**src/hw/gpio_fg_consts.vh**
```
// Purpose: constants for the port F / port G general-purpose I/O block
// Assumes: AXI4-Lite register bus, 32-bit data, byte addresses
// Notes: register offsets are locally chosen
`ifndef GPIO_FG_CONSTS_VH
`define GPIO_FG_CONSTS_VH

`define ADDR_W 6
`define OFS_F_DATA 6'h00
`define OFS_F_DIR 6'h04
`define OFS_G_DATA 6'h08
`define OFS_G_DIR 6'h0C
`define OFS_G_PULL 6'h10
`define OFS_CTRL 6'h14
`define OFS_F_RMW 6'h18
`define OFS_G_RMW 6'h1C
`define CTRL_SPL_BIT 0
`define CTRL_RSTEN_BIT 1
`define CTRL_STBY_BIT 2
`define F_MASK 8'h07
`define G_MASK 8'h06
`define DIR_RESET 8'h00
`define DATA_RESET 8'h00
`define PULL_RESET 8'h00
`define CTRL_RESET 8'h00
`define RESP_OKAY 2'h0
`define RESP_SLVERR 2'h2

`endif

```
**src/hw/pin_sync3.v**
```verilog
// Purpose: three-stage synchroniser for asynchronous pin levels
// Assumes: single clock aclk, synchronous active-low reset
// Notes: output changes once stages two and three agree
`timescale 1ns/10ps
`default_nettype none
module pin_sync3 #(
  parameter W = 8
) (
  input wire aclk, // clock
  input wire aresetn, // synchronous reset, active low
  input wire [W-1:0] din, // asynchronous pin levels
  output reg [W-1:0] dout // filtered synchronous levels
);
  reg [W-1:0] s1_q;
  reg [W-1:0] s2_q;
  reg [W-1:0] s3_q;
  genvar i;

  always @(posedge aclk) begin
    if (!aresetn) begin
      s1_q <= {W{1'b0}};
      s2_q <= {W{1'b0}};
      s3_q <= {W{1'b0}};
    end else begin
      s1_q <= din;
      s2_q <= s1_q;
      s3_q <= s2_q;
    end
  end

  generate
    for (i = 0; i < W; i = i + 1) begin : g_bit
      always @(posedge aclk) begin
        if (!aresetn) begin
          dout[i] <= 1'b0;
        end else if (s2_q[i] == s3_q[i]) begin
          dout[i] <= s3_q[i];
        end
      end
    end
  endgenerate
endmodule
`default_nettype wire

```
**src/hw/gpio_fg.v**
```verilog
// Purpose: port F (3 pins) and port G (2 pins) general-purpose I/O with AXI4-Lite registers
// Assumes: one clock, synchronous active-low reset, pad logic outside resolves pins
// Notes: pin outputs, enables and pull-ups come straight from flip-flops
//
// The AXI4-Lite slave port and the register offsets were decided locally.
`timescale 1ns/10ps
`default_nettype none
`include "gpio_fg_consts.vh"
module gpio_fg #(
  parameter [7:0] OPEN_DRAIN_F = 8'h00, // port F pins built open-drain
  parameter [7:0] OPEN_DRAIN_G = 8'h00 // port G pins built open-drain
) (
  input wire aclk, // clock, 20 MHz
  input wire aresetn, // synchronous reset, active low
  input wire [5:0] s_axi_awaddr, // write address
  input wire [2:0] s_axi_awprot, // write protection, unused
  input wire s_axi_awvalid, // write address valid
  output reg s_axi_awready, // write address ready
  input wire [31:0] s_axi_wdata, // write data
  input wire [3:0] s_axi_wstrb, // write byte strobes
  input wire s_axi_wvalid, // write data valid
  output reg s_axi_wready, // write data ready
  output reg [1:0] s_axi_bresp, // write response
  output reg s_axi_bvalid, // write response valid
  input wire s_axi_bready, // write response ready
  input wire [5:0] s_axi_araddr, // read address
  input wire [2:0] s_axi_arprot, // read protection, unused
  input wire s_axi_arvalid, // read address valid
  output reg s_axi_arready, // read address ready
  output reg [31:0] s_axi_rdata, // read data
  output reg [1:0] s_axi_rresp, // read response
  output reg s_axi_rvalid, // read data valid
  input wire s_axi_rready, // read data ready
  input wire read_modify_write_read, // read qualifier, sampled with arvalid
  input wire stop_or_watch_mode, // device is in stop or watch mode
  input wire [2:0] port_f_pin_i, // port F pad levels
  output reg [2:0] port_f_pin_o, // port F drive level
  output reg [2:0] port_f_pin_oe, // port F drive enable, high drives
  input wire [1:0] port_g_pin_i, // port G pad levels, pins 1 and 2
  output reg [1:0] port_g_pin_o, // port G drive level
  output reg [1:0] port_g_pin_oe, // port G drive enable, high drives
  output reg [1:0] port_g_pullup_en, // port G pull-up connect
  output reg [2:0] port_f_in_path, // port F input to peripherals
  output reg [1:0] port_g_in_path, // port G input to peripherals
  output reg standby_pin_state_bit, // standby pin-state control
  output reg external_reset_select // port F bit 2 given to reset
);
  reg [7:0] port_f_data_latch_q;
  reg [7:0] port_f_direction_q;
  reg [7:0] port_g_data_latch_q;
  reg [7:0] port_g_direction_q;
  reg [7:0] port_g_pullup_control_q;
  reg [7:0] ctrl_q;
  reg [5:0] awaddr_q;
  reg aw_have_q;
  reg [31:0] wdata_q;
  reg [3:0] wstrb_q;
  reg w_have_q;
  wire [2:0] f_sync;
  wire [1:0] g_sync;
  wire hiz_force;
  wire do_write;
  reg [7:0] f_pins;
  reg [7:0] g_pins;
  reg [7:0] f_norm;
  reg [7:0] g_norm;
  reg [31:0] rd_d;
  reg rd_err_d;
  reg [2:0] f_oe_d;
  reg [2:0] f_o_d;
  reg [1:0] g_oe_d;
  reg [1:0] g_o_d;
  reg [1:0] g_pu_d;
  integer k;

  pin_sync3 #(.W(5)) u_sync (
    .aclk(aclk),
    .aresetn(aresetn),
    .din({port_g_pin_i, port_f_pin_i}),
    .dout({g_sync, f_sync})
  );

  // forced high impedance only with standby bit set
  assign hiz_force = ctrl_q[`CTRL_SPL_BIT] & stop_or_watch_mode;
  assign do_write = aw_have_q & w_have_q & ~s_axi_bvalid;

  // write channel: address and data taken in either order
  always @(posedge aclk) begin
    if (!aresetn) begin
      s_axi_awready <= 1'b1;
      s_axi_wready <= 1'b1;
      aw_have_q <= 1'b0;
      w_have_q <= 1'b0;
      awaddr_q <= 6'h00;
      wdata_q <= 32'h00000000;
      wstrb_q <= 4'h0;
      s_axi_bvalid <= 1'b0;
      s_axi_bresp <= `RESP_OKAY;
    end else begin
      if (s_axi_awvalid && s_axi_awready) begin
        awaddr_q <= s_axi_awaddr;
        aw_have_q <= 1'b1;
        s_axi_awready <= 1'b0;
      end
      if (s_axi_wvalid && s_axi_wready) begin
        wdata_q <= s_axi_wdata;
        wstrb_q <= s_axi_wstrb;
        w_have_q <= 1'b1;
        s_axi_wready <= 1'b0;
      end
      if (do_write) begin
        s_axi_bvalid <= 1'b1;
        aw_have_q <= 1'b0;
        w_have_q <= 1'b0;
        case (awaddr_q)
          `OFS_F_DATA, `OFS_F_DIR, `OFS_G_DATA, `OFS_G_DIR, `OFS_G_PULL,
          `OFS_CTRL: s_axi_bresp <= `RESP_OKAY;
          default: s_axi_bresp <= `RESP_SLVERR;
        endcase
      end
      if (s_axi_bvalid && s_axi_bready) begin
        s_axi_bvalid <= 1'b0;
        s_axi_awready <= 1'b1;
        s_axi_wready <= 1'b1;
      end
    end
  end

  // register file; only byte lane 0 holds bits
  always @(posedge aclk) begin
    if (!aresetn) begin
      port_f_direction_q <= `DIR_RESET;
      port_g_direction_q <= `DIR_RESET;
      port_f_data_latch_q <= `DATA_RESET;
      port_g_data_latch_q <= `DATA_RESET;
      port_g_pullup_control_q <= `PULL_RESET;
      ctrl_q <= `CTRL_RESET;
    end else if (do_write && wstrb_q[0]) begin
      case (awaddr_q)
        `OFS_F_DATA: port_f_data_latch_q <= wdata_q[7:0] & `F_MASK;
        // only bits 0 to 2 exist on port F
        `OFS_F_DIR: port_f_direction_q <= wdata_q[7:0] & `F_MASK;
        // only bits 1 and 2 exist on port G
        `OFS_G_DATA: port_g_data_latch_q <= wdata_q[7:0] & `G_MASK;
        `OFS_G_DIR: port_g_direction_q <= wdata_q[7:0] & `G_MASK;
        `OFS_G_PULL: port_g_pullup_control_q <= wdata_q[7:0] & `G_MASK;
        `OFS_CTRL: ctrl_q <= wdata_q[7:0] & 8'h03;
        default: ctrl_q <= ctrl_q;
      endcase
    end
  end

  // read data selection
  always @* begin
    f_pins = {5'h00, f_sync};
    g_pins = {5'h00, g_sync, 1'b0};
    for (k = 0; k < 8; k = k + 1) begin
      // input pin reads pin level, peripheral use ignored
      f_norm[k] = port_f_direction_q[k] ? port_f_data_latch_q[k] : f_pins[k];
      g_norm[k] = port_g_direction_q[k] ? port_g_data_latch_q[k] : g_pins[k];
    end
    if (hiz_force) begin
      f_norm = f_norm & port_f_direction_q;
      g_norm = g_norm & port_g_direction_q;
    end
    f_norm = f_norm & `F_MASK;
    g_norm = g_norm & `G_MASK;
    rd_err_d = 1'b0;
    rd_d = 32'h00000000;
    case (s_axi_araddr)
      // qualifier chooses latch or pin data
      `OFS_F_DATA: rd_d[7:0] = read_modify_write_read ? port_f_data_latch_q : f_norm;
      `OFS_G_DATA: rd_d[7:0] = read_modify_write_read ? port_g_data_latch_q : g_norm;
      `OFS_F_RMW: rd_d[7:0] = port_f_data_latch_q;
      `OFS_G_RMW: rd_d[7:0] = port_g_data_latch_q;
      `OFS_F_DIR: rd_d[7:0] = port_f_direction_q;
      `OFS_G_DIR: rd_d[7:0] = port_g_direction_q;
      `OFS_G_PULL: rd_d[7:0] = port_g_pullup_control_q;
      `OFS_CTRL: rd_d[7:0] = {5'h00, stop_or_watch_mode, ctrl_q[1:0]};
      default: rd_err_d = 1'b1;
    endcase
  end

  // read channel: one-cycle answer after address taken
  always @(posedge aclk) begin
    if (!aresetn) begin
      s_axi_arready <= 1'b1;
      s_axi_rvalid <= 1'b0;
      s_axi_rdata <= 32'h00000000;
      s_axi_rresp <= `RESP_OKAY;
    end else if (s_axi_arvalid && s_axi_arready) begin
      s_axi_arready <= 1'b0;
      s_axi_rvalid <= 1'b1;
      s_axi_rdata <= rd_d;
      s_axi_rresp <= rd_err_d ? `RESP_SLVERR : `RESP_OKAY;
    end else if (s_axi_rvalid && s_axi_rready) begin
      s_axi_rvalid <= 1'b0;
      s_axi_arready <= 1'b1;
    end
  end

  // pin drive decisions
  always @* begin
    for (k = 0; k < 3; k = k + 1) begin
      f_o_d[k] = port_f_data_latch_q[k];
      f_oe_d[k] = port_f_direction_q[k] & ~(OPEN_DRAIN_F[k] & port_f_data_latch_q[k]);
    end
    // reset function owns port F bit 2
    if (ctrl_q[`CTRL_RSTEN_BIT]) begin
      f_oe_d[2] = 1'b0;
    end
    for (k = 0; k < 2; k = k + 1) begin
      g_o_d[k] = port_g_data_latch_q[k+1];
      g_oe_d[k] = port_g_direction_q[k+1] & ~(OPEN_DRAIN_G[k+1] & port_g_data_latch_q[k+1]);
    end
    // force high impedance; keeps state otherwise
    if (hiz_force) begin
      f_oe_d = 3'h0;
      g_oe_d = 2'h0;
    end
    for (k = 0; k < 2; k = k + 1) begin
      g_pu_d[k] = port_g_pullup_control_q[k+1] & ~(g_oe_d[k] & ~g_o_d[k]);
    end
  end

  always @(posedge aclk) begin
    if (!aresetn) begin
      port_f_pin_o <= 3'h0;
      port_f_pin_oe <= 3'h0;
      port_g_pin_o <= 2'h0;
      port_g_pin_oe <= 2'h0;
      port_g_pullup_en <= 2'h0;
      port_f_in_path <= 3'h0;
      port_g_in_path <= 2'h0;
      standby_pin_state_bit <= 1'b0;
      external_reset_select <= 1'b0;
    end else begin
      port_f_pin_o <= f_o_d;
      port_f_pin_oe <= f_oe_d;
      port_g_pin_o <= g_o_d;
      port_g_pin_oe <= g_oe_d;
      port_g_pullup_en <= g_pu_d;
      // input path held low while isolated
      port_f_in_path <= hiz_force ? 3'h0 : f_sync;
      port_g_in_path <= hiz_force ? 2'h0 : g_sync;
      standby_pin_state_bit <= ctrl_q[`CTRL_SPL_BIT];
      external_reset_select <= ctrl_q[`CTRL_RSTEN_BIT];
    end
  end
endmodule
`default_nettype wire

```
**config.mk**
```make
export PLATFORM = sky130hd
export DESIGN_NAME = gpio_fg
export DESIGN_NICKNAME = d
export VERILOG_FILES = /design/src/hw/pin_sync3.v /design/src/hw/gpio_fg.v
export VERILOG_INCLUDE_DIRS = /design/src /design/src/hw
export SDC_FILE = /design/constraint.sdc
export NUM_CORES = 1
export LEC_CHECK = 0
export BUFFER_PORTS_ARGS = -buffer_cell sky130_fd_sc_hd__buf_2
export CAP_MARGIN = 10
export CORE_MARGIN = 4
export CORE_UTILIZATION = 48
export CTS_BUF_LIST = sky130_fd_sc_hd__clkbuf_8
export DETAILED_ROUTE_END_ITERATION = 10
export PLACE_DENSITY = 0.91
export SLEW_MARGIN = 20
export SYNTH_ARGS = -nofsm -noshare
export SYNTH_HDL_FRONTEND = slang
export SYNTH_SLANG_ARGS = --single-unit
```
**constraint.sdc**
```tcl
create_clock -name aclk -period 1.58 [get_ports aclk]
set_input_delay 0.158 -clock aclk [delete_from_list [all_inputs] [get_ports aclk]]
set_output_delay 0.158 -clock aclk [all_outputs]
set_load 0.005 [all_outputs]
```
==> results of run 1 <==
repair_timing:
action                                 CTS  global route
endpoints found under the hold margin    0             2
hold buffers                             0             2
resized for setup                        0             1
setup endpoints to repair                0            10
metrics by stage:
step                      instance area [µm²]  hold WS [ns]  cells  utilization  power, µW
after global placement                   3300         0.366    439        0.544       2250
after CTS                                3490       0.00964    455        0.576       3670
final                                    3520        0.0283    457        0.581       3640
after detailed placement                 3300         0.368    439        0.544       2260
after floorplan                          3160         0.258    347            -       2220
after global routing                     3520       0.00132    457        0.581       3810
registers in the layout, summed over array words and instances, names as in the netlist, 5 cells and up:
| signal | count |
|---|---|
| awaddr_q | 6 |
| u_sync.s2_q | 5 |
| u_sync.dout | 5 |
| u_sync.s1_q | 5 |
| u_sync.s3_q | 5 |
synth_stat cells:
cell,n,share of area
nand3b_1,3,0.0074
o31ai_1,2,0.0049
a21oi_2,1,0.0029
nand3_1,13,0.021
nand4b_1,1,0.0029
or2_0,1,0.0021
clkbuf_1,12,0.015
dfxtp_1,75,0.49
a21boi_0,18,0.044
o21ai_0,15,0.025
nand2b_1,2,0.0041
a32o_1,1,0.0033
nor2b_1,16,0.033
inv_1,7,0.0086
nor4bb_1,1,0.0033
a31oi_1,4,0.0082
nor3_1,2,0.0033
a21oi_1,5,0.0082
a311oi_1,1,0.0029
o21a_1,2,0.0049
and3_1,10,0.021
nor4b_4,2,0.016
mux2i_1,13,0.043
and2_1,23,0.047
a211oi_1,1,0.0025
mux4_2,1,0.0074
o311a_1,2,0.0066
or3_4,1,0.0037
and3b_1,1,0.0029
a22oi_1,1,0.0025
nor4_1,1,0.0021
nand3b_4,1,0.0066
nand4_1,3,0.0062
nand2_1,30,0.037
nor2_1,8,0.0098
o221ai_1,1,0.0029
buf_2,1,0.0016
o211ai_1,2,0.0049
a311o_1,1,0.0033
buf_4,31,0.076
conb_1,1,0.0012
routing by layer:
metal / wire length, µm / vias to the layer above / GRT usage
li1: - / 1148 / -
met2: 2860 / 77 / 0.257
met5: 0 / - / 0
met1: 2550 / 1078 / 0.194
met3: 401 / 7 / 0.0442
met4: 90 / 0 / 0.0851
logic make-up (layout without fill, tap and decap cells):
family	after synthesis	after routing	share of synthesized area
AND/OR/NAND/NOR	119	119	0.228
flip-flops	75	75	0.492
AO/OA/AOI/OAI	57	57	0.127
buffers and inverters	51	86	0.101
multiplexers	14	14	0.0500
other	1	31	0.00123
critical path, stage by stage (launching register included):
cell,delay (ns)
dfxtp_1,0.34
or3_4,0.43
nor4b_4,0.33
mux2i_1,0.23
nor2b_1,0.06
how the worst min path moves through the flow:
| stage | start | endpoint | cells past startpoint |
|---|---|---|---|
| 3_3_place_gp | port_f_pin_i[0] | u_sync.s1_q[0] | 2 |
| 4_1_cts | port_f_pin_i[0] | u_sync.s1_q[0] | 2 |
| 5_1_grt | port_g_pin_i[0] | u_sync.s1_q[3] | 2 |
| 6_report | port_g_pin_i[0] | u_sync.s1_q[3] | 2 |
| 2_1_floorplan | s_axi_wvalid | s_axi_wready | 1 |
| 3_5_place_dp | port_f_pin_i[2] | u_sync.s1_q[2] | 2 |
layout make-up:
class,instances,share of cell area
clock buffer,10,0.0391
timing repair buffer,63,0.0982
inverter,7,0.00747
multi-input combinational,221,0.386
tap,75,0.0267
clock inverter,6,0.0160
sequential,75,0.427
cell usage in the layout, fill, tap and decap left out, drive strengths merged, types with 10 or more instances in the layout:
cell type  Yosys  routed
a21boi        18      18
and2          23      23
and3          10      10
buf           32      61
clkbuf        12      10
conb           1      31
dfxtp         75      75
mux2i         13      13
nand2         30      30
nand3         13      13
nor2b         16      16
o21ai         15      15
report_power, final:
group	internal (µW)	total, µW	leakage, µW	switching (µW)
registers	1940	1980	0.000610	43.9
clock network	758	1410	0.000103	651
logic	111	244	0.000882	133
==> reports/results.ini, run 1 <==
[run_status]
run_status = finished clean

[cts]
worstSkewPairLatency_ns = 0.34
clkSinkCount = 75
cts_max_path_buffers = 2
htreeDepth = 3
root_buffer = clkbuf_8
cts_tree = yes
clk_pin_slew_worst_paths_ns = 0.07
cts_setup_buffers = 0
cts_buffers = 9

[grt]
grt_usage = 0.160
grt_pass1_wl_mm = 9.47
grt_pass1_vias = 2088
antenna_found_initial = 0
grt-ovfl-total = 0
grt_max_degree = 48

[finish]
drive_gt1_frac = 0.217
multi_input_area_um2 = 1360
fillers = 555
layout.nets = 445
seq_area_um2 = 1500
n_antenna_cell = 0
synthToLayoutAreaGrowth_pct = 15.3

[floorplan]
die_h_um = 87.7
io_pins = 128
dieArea_um2 = 7690
num_rows = 28
coreArea_um2 = 6060
fp.dieW_um = 87.7
start_util = 0.503

[detailed_routing]
route.detailed.drc = 0
drt_pass1_iterations = 4
routed_via_density = 5.05
drtIter0Drc = 154
ant_nets = 0
wirelength_mm = 5.91
vias = 2310
wire_per_inst_um = 12.9

[timing]
rsz0062_at_grt = false
finalCriticalPeriod_ns = 1.50
postLayoutSetupSlackWorst_ns = 0.0813
setup_violations = 0
skew_ns = 0.00731
hold_viol_final = 0
drv_slew = 0
period_share = 0.949
fmax_ghz = 0.667
tns_ns = 0
maxSlewHeadroom = 0.667
tightest_slew_ns = 0.494

[critical_path]
worstPathRequired_ns = 1.81
cp_max_fo = 3
crit_type = flip-flop to flip-flop
endpoint_kind = flip-flop
arrival_ns = 1.73
r2r_cells = 4
reg2reg_slack_ns = 0.08
rr_startpoint = awaddr_q[0]
cp-startpoint = awaddr_q[0]
r2r_end = port_g_direction_q[1]
cp-start-kind = flip-flop
critPathCapture = port_g_direction_q[1]

[synth]
syn_area_um2 = 3050
synth_cells = 317
ys_warn_count = 0
synth_seq_cells = 75
postSynthAreaPerCell_um2 = 9.62
synth_cell_types = 41
ys_seq_area_frac = 0.492

[pwr]
max-vdd-ir-drop_mv = 0.567
leakagePower_uw = 0.00160
power_density_nw_per_um2 = 1030

[placement]
hpwl_mm = 4.42
portBuffers = 58
detailedPlace.worstSlack_ns = 0.115
gp_congestion = 0.826

[worst_hold_path]
holdCritPathClass = input pin to flip-flop

[run]
cap_viol_max_count = 0

Note: power is estimated with default switching activity, not from simulation.
==> run 2: changes to the inputs <==
--- a/config.mk
+++ b/config.mk
@@ -8,11 +8,13 @@
 export LEC_CHECK = 0
 export BUFFER_PORTS_ARGS = -buffer_cell sky130_fd_sc_hd__buf_2
 export CAP_MARGIN = 10
+export CELL_PAD_IN_SITES_DETAIL_PLACEMENT = 0
+export CELL_PAD_IN_SITES_GLOBAL_PLACEMENT = 1
 export CORE_MARGIN = 4
-export CORE_UTILIZATION = 48
+export CORE_UTILIZATION = 36
 export CTS_BUF_LIST = sky130_fd_sc_hd__clkbuf_8
 export DETAILED_ROUTE_END_ITERATION = 10
-export PLACE_DENSITY = 0.91
+export PLACE_DENSITY = 0.93
 export SLEW_MARGIN = 20
 export SYNTH_ARGS = -nofsm -noshare
 export SYNTH_HDL_FRONTEND = slang
==> reports/results.ini, run 2 (same netlist as run 1, synthesis figures left out) <==
[critical_path]
max_stage_delay_ns = 0.42  ; about the same
rr_startpoint = awaddr_q[0]
crit_type = flip-flop to flip-flop
r2r_end = port_g_direction_q[1]
path_buf_inv = 0  ; unchanged
cp-startpoint = awaddr_q[0]
cp_top_family = simple AND/OR/NAND/NOR gates
path_cells = or3_4 > nor4b_4 > mux2i_1 > nor2b_1
worstPathRequired_ns = 1.80  ; about the same
critPathCapture = port_g_direction_q[1]
reg2reg_slack_ns = 0.10  ; +0.02 ns
cp_max_fo = 3  ; unchanged
endpoint_kind = flip-flop
critPathSlowestCell = or3_4
cp-start-kind = flip-flop
cp_num_cells = 4  ; unchanged
arrival_ns = 1.70  ; -0.03 ns
r2r_cells = 4  ; unchanged

[timing]
setup_violations = 0  ; unchanged
period_share = 0.936  ; -0.0125
finalCriticalPeriod_ns = 1.48  ; -0.0198 ns
rsz0062_at_grt = false
maxSlewHeadroom = 0.650  ; -0.0174
fmax_ghz = 0.676  ; +1.3%
postLayoutSetupSlackWorst_ns = 0.101  ; +0.0198 ns
tns_ns = 0  ; unchanged
tightest_slew_ns = 0.520  ; +0.0258 ns
drv_slew = 0  ; unchanged
skew_ns = 0.00685  ; -0.000460 ns
hold_viol_final = 0  ; unchanged

[floorplan]
fp.dieW_um = 100  ; +14%
io_pins = 128  ; unchanged
start_util = 0.371  ; -0.132
num_rows = 33  ; +18%
coreArea_um2 = 8220  ; +36%
die_h_um = 100  ; +14%
dieArea_um2 = 10000  ; +30%

[detailed_routing]
wire_per_inst_um = 12.4  ; -4.0%
routed_via_density = 4.64  ; -8.2%
drtIter0Drc = 71  ; -54%
wirelength_mm = 6.01  ; +1.7%
route.detailed.drc = 0  ; unchanged
vias = 2245  ; -2.8%
drt_pass1_iterations = 4  ; unchanged
ant_nets = 0  ; unchanged

[grt]
grt_pass1_wl_mm = 9.89  ; +4.4%
grt-ovfl-total = 0  ; unchanged
antenna_found_initial = 0  ; unchanged
grt_pass1_vias = 2158  ; +3.4%
grt_max_degree = 32  ; -33%
grt_usage = 0.123  ; -0.0367

[run_status]
run_status = finished clean

[finish]
fillers = 801  ; +44%
synthToLayoutAreaGrowth_pct = 15.9
n_antenna_cell = 0  ; unchanged
regMostFlops = awaddr_q
largest_register_ffs = 6  ; unchanged
final_common_cell = dfxtp_1
drive_gt1_frac = 0.214  ; -0.00356
layout_common_cells = dfxtp_1 (75), buf_2 (58), conb_1 (31)
layout.nets = 443  ; -0.45%

[placement]
detailedPlace.worstSlack_ns = 0.0904  ; -0.0248 ns
hpwl_mm = 4.56  ; +3.2%
portBuffers = 58  ; unchanged
gp_congestion = 0.880  ; +6.5%

[pwr]
max-vdd-ir-drop_mv = 0.411  ; -28%
p_comb_frac = 0.067  ; about the same
p_switching_uw = 792  ; -4.4%
clkPwrFrac = 0.388  ; about the same
seqPwrFrac = 0.545  ; about the same
leakagePower_uw = 0.00159  ; -0.28%
power.share.switching = 0.218  ; -0.00987
power_density_nw_per_um2 = 1030  ; -0.55%
internal_power_uw = 2840  ; +1.2%

[cts]
htreeDepth = 3  ; unchanged
cts_buffers = 9  ; unchanged
cts_max_path_buffers = 2  ; unchanged
cts_tree = yes
clkSinkCount = 75  ; unchanged
worstSkewPairLatency_ns = 0.33  ; about the same
root_buffer = clkbuf_8
clk_pin_slew_worst_paths_ns = 0.07  ; about the same
cts_setup_buffers = 0  ; unchanged

[run]
cap_viol_max_count = 0  ; unchanged

[worst_hold_path]
holdCritPathClass = input pin to flip-flop

## run 2: changes by cell type in the layout (fill, tap and decap cells not counted), sizes merged
cell         delta
dlygate4sd3     -2
clkinvlp        -1
clkinv          -2
inv             +1
clkbuf          +1
## run 2: area by class of cell
cell class / count / area, µm² / share of cell area
Tap cell: 105 / 131 / 0.0372
Multi-Input combinational cell: 221 / 1360 / 0.384
Sequential cell: 75 / 1500 / 0.425
Clock inverter: 4 / 42.5 / 0.0120
Clock buffer: 11 / 151 / 0.0428
Inverter: 7 / 26.3 / 0.00743
Timing Repair Buffer: 61 / 325 / 0.0920
## run 2: power groups by stage
stage                     logic (µW)  registers (µW)  clock network, µW
after CTS                        242            1980               1450
after global routing             277            1990               1530
after global placement           235            2020                  0
after floorplan                  212            2010                  0
after detailed placement         242            2020                  0
final                            243            1980               1410
## run 2: timing repair
item / in CTS / in global routing
gates resized for setup: 0 / 1
hold endpoints to repair: 0 / 0
setup endpoints to repair: 0 / 1
hold buffers: 0 / 0
## run 2: per-stage QoR
stage                     power (µW)  cell area, µm²  hold WS [ns]  utilization  std cells
after floorplan                 2220            3160         0.258            -        347
after global placement          2260            3340         0.367        0.406        469
after detailed placement        2270            3340         0.370        0.406        469
after CTS                       3670            3530        0.0178        0.430        484
after global routing            3790            3540        0.0232        0.430        484
final                           3630            3540        0.0312        0.430        484
## run 2: how the worst min path moves through the flow
| stage | start | end | slack, ns | cells after the start |
|---|---|---|---|---|
| 3_3_place_gp | port_f_pin_i[1] | u_sync.s1_q[1] | 0.37 | 2 |
| 2_1_floorplan | s_axi_wvalid | s_axi_wready | 0.26 | 1 |
| 5_1_grt | port_g_pin_i[1] | u_sync.s1_q[4] | 0.02 | 2 |
| 4_1_cts | port_f_pin_i[1] | u_sync.s1_q[1] | 0.02 | 2 |
| 6_report | port_f_pin_i[1] | u_sync.s1_q[1] | 0.03 | 2 |
| 3_5_place_dp | port_g_pin_i[1] | u_sync.s1_q[4] | 0.37 | 2 |
## run 2: per-layer routing
metal,track usage,share of wire
met3,0.0222,0.059
met1,0.158,0.46
met4,0.0674,0.012
met2,0.197,0.47
met5,0,0
